==> src/mise_pkg.sv <==
// constants shared by the instruction subset execution unit
// assumes a single 40 MHz instruction clock and an external decoder
package mise_pkg;
    // --------------------------------------------------------------
    // operation codes presented by the decoder on exec_op
    // --------------------------------------------------------------
    localparam logic [2:0] OP_SPECIAL_PAGE_STORE = 3'h0;
    localparam logic [2:0] OP_HALT = 3'h1;
    localparam logic [2:0] OP_SUB_REG_MINUS_ACC = 3'h2;
    localparam logic [2:0] OP_NIBBLE_SWAP = 3'h3;
    localparam logic [2:0] OP_SUB_IMM_MINUS_ACC = 3'h4;
    localparam logic [2:0] OP_PROGRAM_TABLE_READ = 3'h5;

    // --------------------------------------------------------------
    // operand limits and field layout
    // --------------------------------------------------------------
    localparam logic [3:0] SPECIAL_PAGE_MIN = 4'h7;
    localparam logic [3:0] SPECIAL_PAGE_MAX = 4'hf;
    localparam logic DEST_ACC = 1'b0;
    localparam logic DEST_FILE = 1'b1;
    localparam int ROM_LOW_MSB = 7;
    localparam int ROM_HIGH_LSB = 8;
    localparam int ROM_HIGH_MSB = 13;
    localparam int TABLE_DATA_HIGH_BITS = 6;

    // --------------------------------------------------------------
    // reset values and the status values loaded by halt
    // --------------------------------------------------------------
    localparam logic [7:0] ACC_RESET = 8'h00;
    localparam logic [5:0] TABLE_DATA_HIGH_RESET = 6'h00;
    localparam logic TIMEOUT_RESET = 1'b1;
    localparam logic POWER_DOWN_RESET = 1'b1;
    localparam logic TIMEOUT_ON_HALT = 1'b1;
    localparam logic POWER_DOWN_ON_HALT = 1'b0;

    // --------------------------------------------------------------
    // execution sequencer
    // --------------------------------------------------------------
    typedef enum logic {
        MISE_ST_IDLE,
        MISE_ST_TABLE
    } mise_state_t;
endpackage
==> src/mise_exec.sv <==
// execution unit for six core instructions: special page store, halt,
// register minus accumulator, nibble swap, immediate minus accumulator
// and the two-cycle program table read.
// assumes the decoder presents one instruction per cycle with exec_valid,
// file_rdata carries the addressed file register in the same cycle, and
// program memory answers rom_rd with rom_rdata in the following cycle.
//
// The implementer's own choices: the register addresses and the address-and-strobe port.
`timescale 1ns/1ps
module mise_exec (
    input wire logic clk,
    input wire logic nrst,
    input wire logic exec_valid,
    input wire logic [2:0] exec_op,
    input wire logic [5:0] operand,
    input wire logic dest_sel,
    input wire logic [7:0] imm,
    input wire logic [7:0] file_rdata,
    input wire logic [7:0] table_pointer_high,
    input wire logic [13:0] rom_rdata,
    input wire logic wake_up,
    output logic file_wr,
    output logic [5:0] file_waddr,
    output logic [7:0] file_wdata,
    output logic sfr_wr,
    output logic [3:0] sfr_addr,
    output logic [7:0] sfr_wdata,
    output logic [7:0] acc,
    output logic zero_flag,
    output logic digit_carry_flag,
    output logic carry_flag,
    output logic timeout_status_bit,
    output logic power_down_status_bit,
    output logic watchdog_clear,
    output logic watchdog_prescaler_clear,
    output logic halt_mode,
    output logic rom_rd,
    output logic [8:0] rom_addr,
    output logic [5:0] table_data_high,
    output logic fetch_hold
);
    // ----------------------------------------------------------------
    // decode
    // ----------------------------------------------------------------
    mise_pkg::mise_state_t state_reg;
    logic [7:0] acc_reg;
    logic issue;
    logic do_store;
    logic do_halt;
    logic do_subr;
    logic do_swap;
    logic do_subi;
    logic do_table;
    logic [7:0] sub_a;
    logic [8:0] sub_full;
    logic [4:0] sub_low;
    logic [7:0] swap_res;
    logic [7:0] alu_res;

    // a table read in flight blocks issue; the decoder sees fetch_hold
    assign issue = exec_valid && (state_reg == mise_pkg::MISE_ST_IDLE);
    assign do_store = issue && (exec_op == mise_pkg::OP_SPECIAL_PAGE_STORE)
        && (operand[3:0] >= mise_pkg::SPECIAL_PAGE_MIN)
        && (operand[3:0] <= mise_pkg::SPECIAL_PAGE_MAX)
        && (operand[5:4] == 2'h0);
    assign do_halt = issue && (exec_op == mise_pkg::OP_HALT);
    assign do_subr = issue && (exec_op == mise_pkg::OP_SUB_REG_MINUS_ACC);
    assign do_swap = issue && (exec_op == mise_pkg::OP_NIBBLE_SWAP);
    assign do_subi = issue && (exec_op == mise_pkg::OP_SUB_IMM_MINUS_ACC);
    assign do_table = issue && (exec_op == mise_pkg::OP_PROGRAM_TABLE_READ);

    // ----------------------------------------------------------------
    // arithmetic
    // ----------------------------------------------------------------
    // subtraction as a + ~acc + 1 so carry means no borrow
    assign sub_a = do_subi ? imm : file_rdata;
    assign sub_full = {1'b0, sub_a} + {1'b0, ~acc_reg} + 9'h001;
    assign sub_low = {1'b0, sub_a[3:0]} + {1'b0, ~acc_reg[3:0]} + 5'h01;
    assign swap_res = {file_rdata[3:0], file_rdata[7:4]};
    assign alu_res = do_swap ? swap_res : sub_full[7:0];

    // ----------------------------------------------------------------
    // sequencer
    // ----------------------------------------------------------------
    always_ff @(posedge clk or negedge nrst) begin
        if (!nrst) begin
            state_reg <= mise_pkg::MISE_ST_IDLE;
        end else begin
            unique case (state_reg)
                mise_pkg::MISE_ST_IDLE: begin
                    if (do_table) begin
                        state_reg <= mise_pkg::MISE_ST_TABLE;
                    end
                end
                mise_pkg::MISE_ST_TABLE: begin
                    state_reg <= mise_pkg::MISE_ST_IDLE;
                end
            endcase
        end
    end

    // memory port is busy with the data read, so no fetch this cycle
    assign fetch_hold = (state_reg == mise_pkg::MISE_ST_TABLE);
    assign rom_rd = do_table;
    assign rom_addr = {table_pointer_high[0], acc_reg};

    // ----------------------------------------------------------------
    // accumulator
    // ----------------------------------------------------------------
    always_ff @(posedge clk or negedge nrst) begin
        if (!nrst) begin
            acc_reg <= mise_pkg::ACC_RESET;
        end else if (fetch_hold) begin
            acc_reg <= rom_rdata[mise_pkg::ROM_LOW_MSB:0];
        end else if (do_subi) begin
            acc_reg <= sub_full[7:0];
        end else if ((do_subr || do_swap)
            && dest_sel == mise_pkg::DEST_ACC) begin
            acc_reg <= alu_res;
        end
    end
    assign acc = acc_reg;

    always_ff @(posedge clk or negedge nrst) begin
        if (!nrst) begin
            table_data_high <= mise_pkg::TABLE_DATA_HIGH_RESET;
        end else if (fetch_hold) begin
            table_data_high <= rom_rdata[mise_pkg::ROM_HIGH_MSB:
                mise_pkg::ROM_HIGH_LSB];
        end
    end

    // ----------------------------------------------------------------
    // file register write back
    // ----------------------------------------------------------------
    always_ff @(posedge clk or negedge nrst) begin
        if (!nrst) begin
            file_wr <= 1'b0;
            file_waddr <= 6'h00;
            file_wdata <= 8'h00;
        end else begin
            file_wr <= (do_subr || do_swap)
                && dest_sel == mise_pkg::DEST_FILE;
            if (do_subr || do_swap) begin
                file_waddr <= operand;
                file_wdata <= alu_res;
            end
        end
    end

    // ----------------------------------------------------------------
    // special page store
    // ----------------------------------------------------------------
    // out-of-range page operands are dropped rather than aliased
    always_ff @(posedge clk or negedge nrst) begin
        if (!nrst) begin
            sfr_wr <= 1'b0;
            sfr_addr <= 4'h0;
            sfr_wdata <= 8'h00;
        end else begin
            sfr_wr <= do_store;
            if (do_store) begin
                sfr_addr <= operand[3:0];
                sfr_wdata <= acc_reg;
            end
        end
    end

    // ----------------------------------------------------------------
    // arithmetic flags
    // ----------------------------------------------------------------
    always_ff @(posedge clk or negedge nrst) begin
        if (!nrst) begin
            zero_flag <= 1'b0;
            digit_carry_flag <= 1'b0;
            carry_flag <= 1'b0;
        end else if (do_subr || do_subi) begin
            zero_flag <= (sub_full[7:0] == 8'h00);
            digit_carry_flag <= sub_low[4];
            carry_flag <= sub_full[8];
        end
    end

    // ----------------------------------------------------------------
    // halt, watchdog and power status
    // ----------------------------------------------------------------
    always_ff @(posedge clk or negedge nrst) begin
        if (!nrst) begin
            timeout_status_bit <= mise_pkg::TIMEOUT_RESET;
            power_down_status_bit <= mise_pkg::POWER_DOWN_RESET;
            watchdog_clear <= 1'b0;
            watchdog_prescaler_clear <= 1'b0;
        end else begin
            watchdog_clear <= do_halt;
            watchdog_prescaler_clear <= do_halt;
            if (do_halt) begin
                timeout_status_bit <= mise_pkg::TIMEOUT_ON_HALT;
                power_down_status_bit <= mise_pkg::POWER_DOWN_ON_HALT;
            end
        end
    end

    // halt entry wins over a wake in the same cycle so it is not lost
    always_ff @(posedge clk or negedge nrst) begin
        if (!nrst) begin
            halt_mode <= 1'b0;
        end else if (do_halt) begin
            halt_mode <= 1'b1;
        end else if (wake_up) begin
            halt_mode <= 1'b0;
        end
    end
endmodule // mise_exec

==> config.mk <==
export PLATFORM = sky130hd
export DESIGN_NAME = mise_exec
export DESIGN_NICKNAME = d
export VERILOG_FILES = /design/src/mise_pkg.sv /design/src/mise_exec.sv
export SDC_FILE = /design/constraint.sdc
export NUM_CORES = 1
export LEC_CHECK = 0
export BUFFER_PORTS_ARGS = -buffer_cell sky130_fd_sc_hd__buf_4
export CAP_MARGIN = 10
export CORE_MARGIN = 2
export CORE_UTILIZATION = 45
export DETAILED_ROUTE_END_ITERATION = 7
export MAX_ROUTING_LAYER = met4
export PLACE_DENSITY = 0.76
export SLEW_MARGIN = 20
export SYNTH_ARGS = -nofsm -noshare
export SYNTH_HDL_FRONTEND = slang
export SYNTH_SLANG_ARGS = --single-unit
==> constraint.sdc <==
create_clock -name clk -period 4.34 [get_ports clk]
set_input_delay 0.651 -clock clk [delete_from_list [all_inputs] [get_ports clk]]
set_output_delay 0.651 -clock clk [all_outputs]
set_load 0.005 [all_outputs]
==> flow_metrics.env <==
export IMPL_post_synth_top_area_cell="dfrtp_1"
export IMPL_grt_max_degree=50
export IMPL_cap_violations=0
export IMPL_grt_use_total_pct=21.8
export IMPL_setup_slack_ns=0.874
export IMPL_antenna_cells=0
export IMPL_ys_async_sr_fraction_pct=100
export IMPL_cts_sinks=49
export IMPL_synth_cells=251
export IMPL_worstHoldPathType="input pin to async pin"
export IMPL_clkLatencyLatePin_ns=0.30
export IMPL_slew_viol_final=0
export IMPL_root_buffer="clkbuf_8"
export IMPL_layout_drive_gt1_share_pct=44.6
export IMPL_required_ns=4.54
export IMPL_fin_nets=401
export IMPL_p_per_area_nw_per_um2=520
export IMPL_port_buffer_count=102
export IMPL_first_iter_violations=65
export IMPL_leakage_uw=0.00175
export IMPL_end_kind="flop"
export IMPL_slew_limit_headroom_pct=46.6
export IMPL_routed_wl_mm=6.76
export IMPL_start_util_pct=46.4
export IMPL_period_share_pct=79.9
export IMPL_hold_violations=0
export IMPL_synthTopCellsByCount="48 x dfrtp_1, 25 x mux2_2, 18 x nor2_1, 14 x inv_1, 12 x nand2_1"
export IMPL_netlist_area_leader_share_pct=43.7
export IMPL_instances_no_fill=416
export IMPL_dieArea_um2=6750
export IMPL_syn_to_final_growth_pct=29.8
export IMPL_dp_cells=408
export IMPL_first_global_vias=2173
export IMPL_gp_routability_congestion=0.918
export IMPL_cp_max_fo=8
export IMPL_antenna_found_initial=0
export IMPL_die_x_um=82.2
export IMPL_ctsHoldBuffers=0
export IMPL_fin_area_um2=3570
export IMPL_setup_tns_ns=0
export IMPL_rsz0062_at_grt="no"
export IMPL_path_class="flop to flop"
export IMPL_synth_edf_count=0
export IMPL_synth_area_leaders="dfrtp_1 44%, mux2_2 10%, mux2_4 5.5%, ha_1 3.6%, buf_4 3.0%"
export IMPL_ys_warn_count=0
export IMPL_core_um2=5920
export IMPL_outcome="finished, final reports clean"
export IMPL_cts_resized=0
export IMPL_fin_util_pct=60.3
export IMPL_cts_tree="yes"
export IMPL_drc=0
export IMPL_die_h_um=82.2
export IMPL_num_rows=28
export IMPL_synth_cell_type_count=47
export IMPL_fmax_mhz=289
export IMPL_arrival_ns=3.66
export IMPL_synth_area_per_cell_um2=11.0
export IMPL_dpl_hpwl_mm=5.33
export IMPL_h_tree_depth=2
export IMPL_first_pass_iters=4
export IMPL_fillCellCount=525
export IMPL_preCtsSetupSlack_ns=0.526
export IMPL_io_pins=113
export IMPL_start_kind="flop"
export IMPL_synth_top_flop_cell="dfrtp_1"
export IMPL_detail_route_antenna_nets=0
export IMPL_setup_violations_final=0
export IMPL_yosysSeqAreaShare_pct=44.7
export IMPL_vias=2162
export IMPL_placed_area_um2=3480
export IMPL_via_per_inst=5.20
export IMPL_fin_crit_ns=3.47
export IMPL_grt_overflow_total=0
export IMPL_final_setup_skew_ns=0.00419
export IMPL_syn_nets=312
export IMPL_cts_buffer_depth=2
export IMPL_grt_pass1_wl_mm=10.7
export IMPL_cts_buffers=5
export IMPL_yosysMostFrequentCell="dfrtp_1"
export IMPL_post_cts_buffers=0
export IMPL_worstMarginPinSlew_ns=0.799
export IMPL_ir_drop_v=0.000263
export IMPL_synth_seq_cells=49
export IMPL_syn_area_um2=2750
export IMPL_clk_pin_slew_ns=0.09
export IMPL_routedWlPerCell_um=16.3
final cells by class:
cell class / count / area, um2 / area share (%)
clock buffers: 7 / 76.3 / 2.14
clock inverters: 1 / 7.51 / 0.210
inverters: 14 / 52.6 / 1.47
multi-input cells: 166 / 1330 / 37.3
flip-flops and latches: 49 / 1230 / 34.4
well taps: 75 / 93.8 / 2.63
repair buffers: 104 / 781 / 21.9
power by group:
| part | switching [uW] | leakage [uW] | internal, uW |
|---|---|---|---|
| clock | 147 | 0.0000385 | 114 |
| sequential | 96.5 | 0.000602 | 583 |
| combinational | 425 | 0.00111 | 490 |
| total | 669 | 0.00175 | 1190 |
cell usage in the layout (no fill, tap or decap), types with 2 or more instances in the layout:
| master | n |
|---|---|
| buf_4 | 104 |
| dfrtp_1 | 48 |
| mux2_2 | 25 |
| nor2_1 | 18 |
| inv_1 | 14 |
| nand2_1 | 12 |
| a21oi_1 | 11 |
| o21ai_0 | 10 |
| mux2_4 | 10 |
| mux2i_1 | 8 |
| ha_1 | 8 |
| o22ai_1 | 6 |
| nor3_1 | 5 |
| a211oi_1 | 5 |
| clkbuf_8 | 5 |
| and3_1 | 4 |
| a31oi_1 | 4 |
| o21a_1 | 4 |
| o211ai_1 | 3 |
| nand2b_1 | 3 |
| nor2b_1 | 3 |
| xnor2_1 | 3 |
| and2_1 | 2 |
| nor3b_1 | 2 |
| a2111o_1 | 2 |
| xor2_1 | 2 |
| clkbuf_1 | 2 |
kinds of logic (layout without fill, tap and decap cells):
logic type	Yosys count	in the layout	share of synthesized area, %
adders and majority gates	9	9	4.37
muxes	43	43	18.6
other	1	1	0.136
and+or+nand+nor	59	59	11.7
buffers and inverters	36	126	7.51
AOI/OAI and AO/OA	49	49	11.4
DFF	49	49	44.7
xor gates and xnor gates	5	5	1.59
worst max-delay path, cell delays in order (launching register included):
cell      delay (ns)
dfrtp_1         0.39
nand2b_4        0.14
nor2_1          0.17
nand3b_1        0.38
mux2i_1         0.27
ha_1            0.19
inv_1           0.06
fa_1            0.41
a211oi_1        0.41
o21ai_0         0.20
a211oi_1        0.40
nor2_1          0.10
a31o_2          0.24
per-stage QoR:
step | power (uW) | hold slack, ns
2_1_floorplan | 1220 | 0.355
6_report | 1860 | 0.353
3_3_place_gp | 1580 | 0.480
5_1_grt | 2010 | 0.392
4_1_cts | 1870 | 0.375
3_5_place_dp | 1610 | 0.486
path summary, 6_finish.rpt:
| path | start | end | slack [ns] | cells past startpoint |
|---|---|---|---|---|
| min in group clk | power_down_status_bit | power_down_status_bit | 0.49 | 1 |
| max in group asynchronous | nrst | zero_flag | 3.58 | 1 |
| min reg2reg | power_down_status_bit | power_down_status_bit | 0.49 | 1 |
| max reg2reg | fetch_hold | zero_flag | 0.87 | 12 |
| min | nrst | sfr_addr[2] | 0.35 | 1 |
| max | fetch_hold | zero_flag | 0.87 | 12 |
layer usage:
layer  GRT usage, %  vias up  wire length (um)
met1           28.1     1037              3100
met3           3.59        7               315
met2           36.0       63              3260
met4           5.83        0                76
met5              -        -                 0
li1               -     1055                 -
Note: power is estimated with default switching activity, not from simulation.
